--- src/design/wdtc_pkg.sv ---
/*
  Constants, field layout and types of the watchdog timeout block.
  Assumes one reference clock drives the block and its register port.
*/
package wdtc_pkg;
  // ****************************************
  // Register map
  // ****************************************
  localparam logic [15:0] CFG_ADDR = 16'h0800;
  localparam int PERIOD_MSB = 29;
  localparam int PERIOD_LSB = 28;
  localparam int CLKREF_BIT = 27;
  localparam int PIN2_MSB = 23;
  localparam int PIN2_LSB = 22;
  localparam int KICK_BIT = 18;
  localparam int ACT_MSB = 17;
  localparam int ACT_LSB = 16;
  localparam int PIN1_MSB = 15;
  localparam int PIN1_LSB = 14;
  localparam int WDEN_BIT = 3;

  // ****************************************
  // Reset values and encodings
  // ****************************************
  localparam logic [1:0] PERIOD_RST = 2'h0;
  localparam logic CLKREF_RST = 1'h1;
  localparam logic [1:0] PIN2_RST = 2'h0;
  localparam logic [1:0] ACT_RST = 2'h0;
  localparam logic [1:0] PIN1_RST = 2'h1;
  localparam logic WDEN_RST = 1'h1;
  localparam logic [1:0] ACT_INT = 2'h0;
  localparam logic [1:0] ACT_INH = 2'h1;
  localparam logic [1:0] ACT_PIN = 2'h2;
  localparam logic [1:0] PIN2_NONE = 2'h0;
  localparam logic [1:0] PIN2_CORE = 2'h1;
  localparam logic [1:0] PIN2_WDOG = 2'h2;
  localparam logic [1:0] PIN2_MIRR = 2'h3;
  localparam logic [1:0] PIN1_GPO = 2'h0;
  localparam logic [1:0] PIN1_GPI = 2'h2;

  // ****************************************
  // Timing
  // ****************************************
  localparam int REF_SLOW_HZ = 20_000_000;
  localparam int MS_PER_S = 1000;
  localparam int CYC_PER_MS_SLOW = REF_SLOW_HZ / MS_PER_S;
  localparam logic [12:0] PERIOD0_MS = 13'h003C;
  localparam logic [12:0] PERIOD1_MS = 13'h0258;
  localparam logic [12:0] PERIOD2_MS = 13'h0BB8;
  localparam logic [12:0] PERIOD3_MS = 13'h1770;
  localparam logic [12:0] PULSE_MS = 13'h012C;

  typedef enum logic [2:0] {
    MODE_SLEEP = 3'h1,
    MODE_STANDBY = 3'h2,
    MODE_NORMAL = 3'h4
  } wdtc_mode_e;

  typedef enum logic [1:0] {
    WD_IDLE = 2'h1,
    WD_RUN = 2'h2
  } wdtc_state_e;

  typedef struct packed {
    logic [1:0] period;
    logic clkref;
    logic [1:0] pin2_func;
    logic [1:0] action;
    logic [1:0] pin1_func;
    logic watchdog_enable_bit;
  } wdtc_cfg_s;
endpackage : wdtc_pkg

--- src/design/wdtc_top.sv ---
/*
  Watchdog timeout control: config register, period timer, timeout actions
  and pin functions. Assumes the register port and pins are synchronous to
  i_sys_clk, which is the reference clock.
*/
`timescale 1ns/1ps
// Behaviour
// - Period field picks 60ms, 600ms, 3s, 6s
// - Clock field: 0 is 20MHz, 1 is 40MHz
// - Writing one to kick bit restarts timer
// - Kick bit clears itself after the write
// - Timeout sets kick bit, runs chosen action
// - Action 00: flag, watchdog pin shows low
// - Action 01: inhibit low 300ms, go standby
// - Action 10: pulse watchdog pin low 300ms
// - Every timeout sets the interrupt flag
// - Pin 2 function: none, core, watchdog, mirror
// - Pin 1 function: output or watchdog input
// - Enable bit gates watchdog, default on
// - Timer waits for first trigger after mode entry
// - Watchdog off and silent in sleep
// - Any pin 1 edge restarts the timer while pin 1 is the watchdog input
module wdtc_top #(
  parameter int CYC_PER_MS = wdtc_pkg::CYC_PER_MS_SLOW
) (
  // Clock and reset
  input wire logic i_sys_clk,
  input wire logic i_rst_b,
  // Register port
  input wire logic i_reg_wr,
  input wire logic i_reg_rd,
  input wire logic [15:0] i_reg_addr,
  input wire logic [31:0] i_reg_wdata,
  output logic [31:0] o_reg_rdata,
  // Device context
  input wire wdtc_pkg::wdtc_mode_e i_dev_mode,
  input wire logic i_wd_flag_clr,
  input wire logic i_can_core_int_n,
  input wire logic i_interrupt_pin_n,
  input wire logic i_io_pin1_out_level,
  // Pins
  input wire logic i_general_io_pin1,
  output logic o_general_io_pin1,
  output logic o_general_io_pin1_oe_n,
  output logic o_general_out_pin2,
  output logic o_inhibit_output,
  // Status
  output logic o_wd_int_flag,
  output logic o_standby_req,
  output logic o_wd_running
);
  // ****************************************
  // Register file
  // ****************************************
  wdtc_pkg::wdtc_cfg_s cfg_reg;
  logic kick_reg;
  logic cfg_hit;
  logic kick_wr;
  logic timeout;
  logic [31:0] rd_image;

  assign cfg_hit = i_reg_addr == wdtc_pkg::CFG_ADDR;
  assign kick_wr = i_reg_wr && cfg_hit && i_reg_wdata[wdtc_pkg::KICK_BIT];

  // Settings are taken as written; changing them live is the host's hazard
  always_ff @(posedge i_sys_clk or negedge i_rst_b) begin
    if (!i_rst_b) begin
      cfg_reg.period <= wdtc_pkg::PERIOD_RST;
      cfg_reg.clkref <= wdtc_pkg::CLKREF_RST;
      cfg_reg.pin2_func <= wdtc_pkg::PIN2_RST;
      cfg_reg.action <= wdtc_pkg::ACT_RST;
      cfg_reg.pin1_func <= wdtc_pkg::PIN1_RST;
      cfg_reg.watchdog_enable_bit <= wdtc_pkg::WDEN_RST;
    end else if (i_reg_wr && cfg_hit) begin
      cfg_reg.period <= i_reg_wdata[wdtc_pkg::PERIOD_MSB:wdtc_pkg::PERIOD_LSB];
      cfg_reg.clkref <= i_reg_wdata[wdtc_pkg::CLKREF_BIT];
      cfg_reg.pin2_func <= i_reg_wdata[wdtc_pkg::PIN2_MSB:wdtc_pkg::PIN2_LSB];
      cfg_reg.action <= i_reg_wdata[wdtc_pkg::ACT_MSB:wdtc_pkg::ACT_LSB];
      cfg_reg.pin1_func <= i_reg_wdata[wdtc_pkg::PIN1_MSB:wdtc_pkg::PIN1_LSB];
      cfg_reg.watchdog_enable_bit <= i_reg_wdata[wdtc_pkg::WDEN_BIT];
    end
  end

  // Timeout wins over a kick write in the same cycle
  always_ff @(posedge i_sys_clk or negedge i_rst_b) begin
    if (!i_rst_b) begin
      kick_reg <= 1'h0;
    end else if (timeout) begin
      kick_reg <= 1'h1;
    end else if (kick_wr) begin
      kick_reg <= 1'h0;
    end
  end

  always_comb begin
    rd_image = 32'h0;
    rd_image[wdtc_pkg::PERIOD_MSB:wdtc_pkg::PERIOD_LSB] = cfg_reg.period;
    rd_image[wdtc_pkg::CLKREF_BIT] = cfg_reg.clkref;
    rd_image[wdtc_pkg::PIN2_MSB:wdtc_pkg::PIN2_LSB] = cfg_reg.pin2_func;
    rd_image[wdtc_pkg::KICK_BIT] = kick_reg;
    rd_image[wdtc_pkg::ACT_MSB:wdtc_pkg::ACT_LSB] = cfg_reg.action;
    rd_image[wdtc_pkg::PIN1_MSB:wdtc_pkg::PIN1_LSB] = cfg_reg.pin1_func;
    rd_image[wdtc_pkg::WDEN_BIT] = cfg_reg.watchdog_enable_bit;
  end

  always_ff @(posedge i_sys_clk or negedge i_rst_b) begin
    if (!i_rst_b) begin
      o_reg_rdata <= 32'h0;
    end else if (i_reg_rd && cfg_hit) begin
      o_reg_rdata <= rd_image;
    end else begin
      o_reg_rdata <= 32'h0;
    end
  end

  // ****************************************
  // Trigger sources and timer state
  // ****************************************
  logic pin1_prev_reg;
  logic pin_edge;
  logic trigger;
  logic wd_active;
  wdtc_pkg::wdtc_mode_e mode_prev_reg;
  wdtc_pkg::wdtc_state_e state_reg;

  assign pin_edge = cfg_reg.pin1_func == wdtc_pkg::PIN1_GPI
                    && (i_general_io_pin1 != pin1_prev_reg);
  assign trigger = kick_wr || pin_edge;
  assign wd_active = cfg_reg.watchdog_enable_bit && i_dev_mode != wdtc_pkg::MODE_SLEEP
                     && i_dev_mode == mode_prev_reg;

  always_ff @(posedge i_sys_clk or negedge i_rst_b) begin
    if (!i_rst_b) begin
      pin1_prev_reg <= 1'h0;
      mode_prev_reg <= wdtc_pkg::MODE_STANDBY;
    end else begin
      pin1_prev_reg <= i_general_io_pin1;
      mode_prev_reg <= i_dev_mode;
    end
  end

  // Any mode change drops back to waiting for a first trigger
  always_ff @(posedge i_sys_clk or negedge i_rst_b) begin
    if (!i_rst_b) begin
      state_reg <= wdtc_pkg::WD_IDLE;
    end else begin
      unique case (state_reg)
        wdtc_pkg::WD_IDLE: begin
          if (wd_active && trigger) begin
            state_reg <= wdtc_pkg::WD_RUN;
          end
        end
        wdtc_pkg::WD_RUN: begin
          if (!wd_active) begin
            state_reg <= wdtc_pkg::WD_IDLE;
          end
        end
        default: begin
          state_reg <= wdtc_pkg::WD_IDLE;
        end
      endcase
    end
  end

  // ****************************************
  // Period counting
  // ****************************************
  localparam int PRE_W = $clog2(2 * CYC_PER_MS + 1);
  logic [PRE_W-1:0] pre_cnt_reg;
  logic [PRE_W-1:0] pre_lim;
  logic [12:0] ms_cnt_reg;
  logic [12:0] period_ms;
  logic tick;
  logic restart;

  // A 40 MHz reference needs twice the cycles per millisecond
  assign pre_lim = cfg_reg.clkref ? PRE_W'(2 * CYC_PER_MS) : PRE_W'(CYC_PER_MS);
  assign tick = pre_cnt_reg == pre_lim - PRE_W'(1);

  always_comb begin
    unique case (cfg_reg.period)
      2'h0: period_ms = wdtc_pkg::PERIOD0_MS;
      2'h1: period_ms = wdtc_pkg::PERIOD1_MS;
      2'h2: period_ms = wdtc_pkg::PERIOD2_MS;
      2'h3: period_ms = wdtc_pkg::PERIOD3_MS;
    endcase
  end

  assign timeout = state_reg == wdtc_pkg::WD_RUN && wd_active && tick
                   && ms_cnt_reg == period_ms - 13'h1;
  assign restart = (wd_active && trigger) || timeout;

  // Prescaler also paces inhibit and pin pulses, so it never stops
  always_ff @(posedge i_sys_clk or negedge i_rst_b) begin
    if (!i_rst_b) begin
      pre_cnt_reg <= '0;
    end else if (restart || tick) begin
      pre_cnt_reg <= '0;
    end else begin
      pre_cnt_reg <= pre_cnt_reg + PRE_W'(1);
    end
  end

  always_ff @(posedge i_sys_clk or negedge i_rst_b) begin
    if (!i_rst_b) begin
      ms_cnt_reg <= 13'h0;
    end else if (restart || state_reg != wdtc_pkg::WD_RUN) begin
      ms_cnt_reg <= 13'h0;
    end else if (tick) begin
      ms_cnt_reg <= ms_cnt_reg + 13'h1;
    end
  end

  // ****************************************
  // Timeout actions
  // ****************************************
  logic pulse_on_reg;
  logic pulse_inh_reg;
  logic [12:0] pulse_ms_reg;
  logic pin2_next;

  // Pulse length is within one millisecond of nominal
  always_ff @(posedge i_sys_clk or negedge i_rst_b) begin
    if (!i_rst_b) begin
      pulse_on_reg <= 1'h0;
      pulse_inh_reg <= 1'h0;
      pulse_ms_reg <= 13'h0;
    end else if (timeout && cfg_reg.action == wdtc_pkg::ACT_INH) begin
      pulse_on_reg <= 1'h1;
      pulse_inh_reg <= 1'h1;
      pulse_ms_reg <= 13'h0;
    end else if (timeout && cfg_reg.action == wdtc_pkg::ACT_PIN
                 && cfg_reg.pin2_func == wdtc_pkg::PIN2_WDOG) begin
      pulse_on_reg <= 1'h1;
      pulse_inh_reg <= 1'h0;
      pulse_ms_reg <= 13'h0;
    end else if (pulse_on_reg && tick) begin
      if (pulse_ms_reg == wdtc_pkg::PULSE_MS - 13'h1) begin
        pulse_on_reg <= 1'h0;
      end
      pulse_ms_reg <= pulse_ms_reg + 13'h1;
    end
  end

  // Host clear loses to a timeout in the same cycle
  always_ff @(posedge i_sys_clk or negedge i_rst_b) begin
    if (!i_rst_b) begin
      o_wd_int_flag <= 1'h0;
    end else if (timeout) begin
      o_wd_int_flag <= 1'h1;
    end else if (i_wd_flag_clr) begin
      o_wd_int_flag <= 1'h0;
    end
  end

  always_ff @(posedge i_sys_clk or negedge i_rst_b) begin
    if (!i_rst_b) begin
      o_standby_req <= 1'h0;
      o_wd_running <= 1'h0;
    end else begin
      o_standby_req <= timeout && cfg_reg.action == wdtc_pkg::ACT_INH;
      o_wd_running <= state_reg == wdtc_pkg::WD_RUN;
    end
  end

  always_comb begin
    unique case (cfg_reg.pin2_func)
      wdtc_pkg::PIN2_NONE: pin2_next = 1'h1;
      wdtc_pkg::PIN2_CORE: pin2_next = i_can_core_int_n;
      wdtc_pkg::PIN2_WDOG: pin2_next = !((pulse_on_reg && !pulse_inh_reg)
                             || (o_wd_int_flag && cfg_reg.action == wdtc_pkg::ACT_INT));
      wdtc_pkg::PIN2_MIRR: pin2_next = i_interrupt_pin_n;
    endcase
  end

  always_ff @(posedge i_sys_clk or negedge i_rst_b) begin
    if (!i_rst_b) begin
      o_inhibit_output <= 1'h1;
      o_general_out_pin2 <= 1'h1;
      o_general_io_pin1 <= 1'h0;
      o_general_io_pin1_oe_n <= 1'h1;
    end else begin
      o_inhibit_output <= !(pulse_on_reg && pulse_inh_reg);
      o_general_out_pin2 <= pin2_next;
      o_general_io_pin1 <= i_io_pin1_out_level;
      o_general_io_pin1_oe_n <= cfg_reg.pin1_func != wdtc_pkg::PIN1_GPO;
    end
  end
endmodule : wdtc_top

--- config.mk ---
export PLATFORM = sky130hd
export DESIGN_NAME = wdtc_top
export DESIGN_NICKNAME = d
export VERILOG_FILES = /design/src/design/wdtc_pkg.sv /design/src/design/wdtc_top.sv
export SDC_FILE = /design/constraint.sdc
export NUM_CORES = 1
export LEC_CHECK = 0
export BUFFER_PORTS_ARGS = -buffer_cell sky130_fd_sc_hd__buf_2
export CAP_MARGIN = 15
export CORE_MARGIN = 3
export CORE_UTILIZATION = 50
export DETAILED_ROUTE_END_ITERATION = 6
export PLACE_DENSITY = 0.75
export SYNTH_ARGS = -nofsm -noshare
export SYNTH_HDL_FRONTEND = slang
export SYNTH_SLANG_ARGS = --single-unit
--- constraint.sdc ---
create_clock -name i_sys_clk -period 3.31 [get_ports i_sys_clk]
set_input_delay 0.4965 -clock i_sys_clk [delete_from_list [all_inputs] [get_ports i_sys_clk]]
set_output_delay 0.4965 -clock i_sys_clk [all_outputs]
set_load 0.05 [all_outputs]
==> results.toml <==
[outcome]
status = "complete, no violations"

[global_routing]
first_global_vias = 2878
grt.total_usage_pct = 18.4
grt_pass1_wl_mm = 13.4
antenna_found_initial = 0
grt_max_degree = 80
grt-ovfl-total = 0

[synth]
ys_types = 57
synth_edf_count = 0
synth_top_area_share_pct = 43.7
synth_ff_type = "dfrtp_1"
synth-warning-count = 0
syn_inst = 396
netlist_area_um2 = 4060
ys_top_cells_by_area = "dfrtp_1 44%, dfstp_2 5.2%, xnor2_1 5.0%"
synth-seq-cells = 79
synth_most_common_cell = "dfrtp_1"
seq_area_frac_synth_pct = 48.9
ys_top_cells_by_count = "71 x dfrtp_1, 45 x nor2_1, 31 x nand2_1"
yosysTopAreaCell = "dfrtp_1"
avgSynthCellArea_um2 = 10.3
async_reset_ff_share_pct = 100

[cells_and_area]
fillers = 659
finalNonFillerCells = 561
areaGrowthSynthToFinish_pct = 12.7
drive_above_1_share_pct = 22.7
n_antenna_cell = 0
nNetsFinal = 523
largest_reg_flops = 16

[sta]
hold_viol_final = 0
skew_ns = 0.0110
max_slew.worst_pin.slew_ns = 0.969
fmax_mhz = 355
rsz0062_at_grt = "false"
period_share_pct = 85.2
finalSetupViolations = 0
slew_violations = 0
finalSetupTns_ns = 0
final.min_clock_period_ns = 2.82
timing.slew.headroom_pct = 35.4

[floorplanning]
dieArea_um2 = 9240
fp.dieW_um = 96.1
rows = 32
pin_count = 99
dieHeight_um = 96.1
floorplan.initialDensity_pct = 52.0
core_area_um2 = 7810

[setup_path]
critPathKind = "reg -> reg"
start_kind = "flip-flop"
worstPathMaxFanout = 14
cp.required_ns = 3.51
arrival_ns = 3.02
crit_path_end_kind = "flip-flop"

[detailed_routing]
drt-vias-per-instance = 5.36
drc_errors = 0
wire_per_inst_um = 14.4
vias = 3008
drt_first_pass_iters = 4
wl_mm = 8.07
drtIter0Drc = 167
ant_nets = 0

[clock_network]
tritoncts = "yes"
path_clk_slew_ns = 0.09
htree_levels = 3
clockRootBuffer = "clkbuf_8"
clock_path_buffers = 2
cts_resized = 0
clk_latency_ns = 0.35
cts_inserted_buffers = 9
post-cts-setup-buffers = 0
ctsHoldBuffers = 0
numClockSinks = 79

[hold_path]
hp-class = "in -> reg"

[placed_design]
dp_hpwl_mm = 5.75
io_buffer_count = 56
gp_congestion = 0.843
placed_cells_incl_taps = 545

[power_and_ir_drop]
ir_drop_v = 0.000231
total_power_mw = 1.91
leakagePower_nw = 2.16
pwr_density_cell_nw_per_um2 = 416

[job]
maxCapViolCount = 0
==> power by group <==
group	total (mW)	internal, mW	switching, mW
clock	0.792	0.430	0.362
combinational	0.128	0.0303	0.0977
sequential	0.986	0.976	0.0102
total	1.91	1.44	0.469
==> cell families (layout without fill, tap and decap cells) <==
kind of cell | count (synthesis) | after routing | share of synthesized area [%]
other | 1 | 21 | 0.0923
AND/OR/NAND/NOR | 181 | 181 | 24.7
buffers and inverters | 40 | 83 | 5.85
multiplexers | 12 | 12 | 3.30
adder cells (fa/ha/maj) | 9 | 9 | 2.77
XOR/XNOR | 41 | 41 | 8.84
flip-flops | 79 | 79 | 48.9
AO/OA/AOI/OAI | 33 | 33 | 5.55
==> final timing paths <==
path | startpoint | end | slack, ns | depth (start not counted)
max | cfg_reg[8] | pulse_ms_reg[0] | 0.49 | 8
min | i_io_pin1_out_level | o_general_io_pin1 | 0.24 | 1
max reg2reg | cfg_reg[8] | pulse_ms_reg[0] | 0.49 | 8
min reg2reg | pulse_inh_reg | o_inhibit_output | 0.39 | 1
max in group asynchronous | i_rst_b | pre_cnt_reg[11] | 2.39 | 1
min in group asynchronous | i_rst_b | pulse_ms_reg[10] | 0.30 | 1
==> placed cells by master, fill, tap and decap left out, types with 10 or more instances in the layout <==
cell     netlist  final
dfrtp_1       71     71
buf_2          1     55
nor2_1        45     45
nand2_1       31     31
nand3_1       24     24
xnor2_1       23     23
conb_1         1     21
and3_1        20     20
xor2_1        18     18
mux2_2        11     11
nor3_1        11     11
inv_1         10     10
==> area by class of cell <==
cell class / instances / area, um2 / share of cell area (%)
clock buffer: 10 / 128 / 2.79
clock inverter: 6 / 93.8 / 2.05
inverter: 10 / 37.5 / 0.820
multi-input combinational: 297 / 1910 / 41.8
sequential: 79 / 1990 / 43.4
tap: 102 / 128 / 2.79
timing repair buffer: 57 / 290 / 6.34
==> critical path: stages (launching register included) <==
cell	delay, ns
dfrtp_1	0.46
inv_1	0.12
ha_1	0.22
or3_1	0.36
a22oi_1	0.24
o21ai_0	0.22
nor3_4	0.25
nor4b_4	0.67
nor2_1	0.14
==> routing by layer <==
| metal | vias to the layer above | track usage, % | wire length, um |
|---|---|---|---|
| met5 | - | 0 | 0 |
| met3 | 12 | 3.44 | 346 |
| li1 | 1451 | - | - |
| met2 | 60 | 30.4 | 4020 |
| met1 | 1485 | 24.4 | 3600 |
| met4 | 0 | 6.04 | 104 |
==> stage by stage <==
step | hold slack, ns | setup WS (ns) | area (um2) | utilization, %
final | 0.243 | 0.491 | 4580 | 58.6
after global placement | 0.390 | 0.667 | 4350 | 55.8
after floorplan | 0.201 | 1.08 | 4140 | -
after CTS | 0.231 | 0.514 | 4580 | 58.6
after detailed placement | 0.385 | 0.545 | 4350 | 55.8
after global routing | 0.231 | 0.260 | 4580 | 58.6
(Power assumes the default switching activity.)
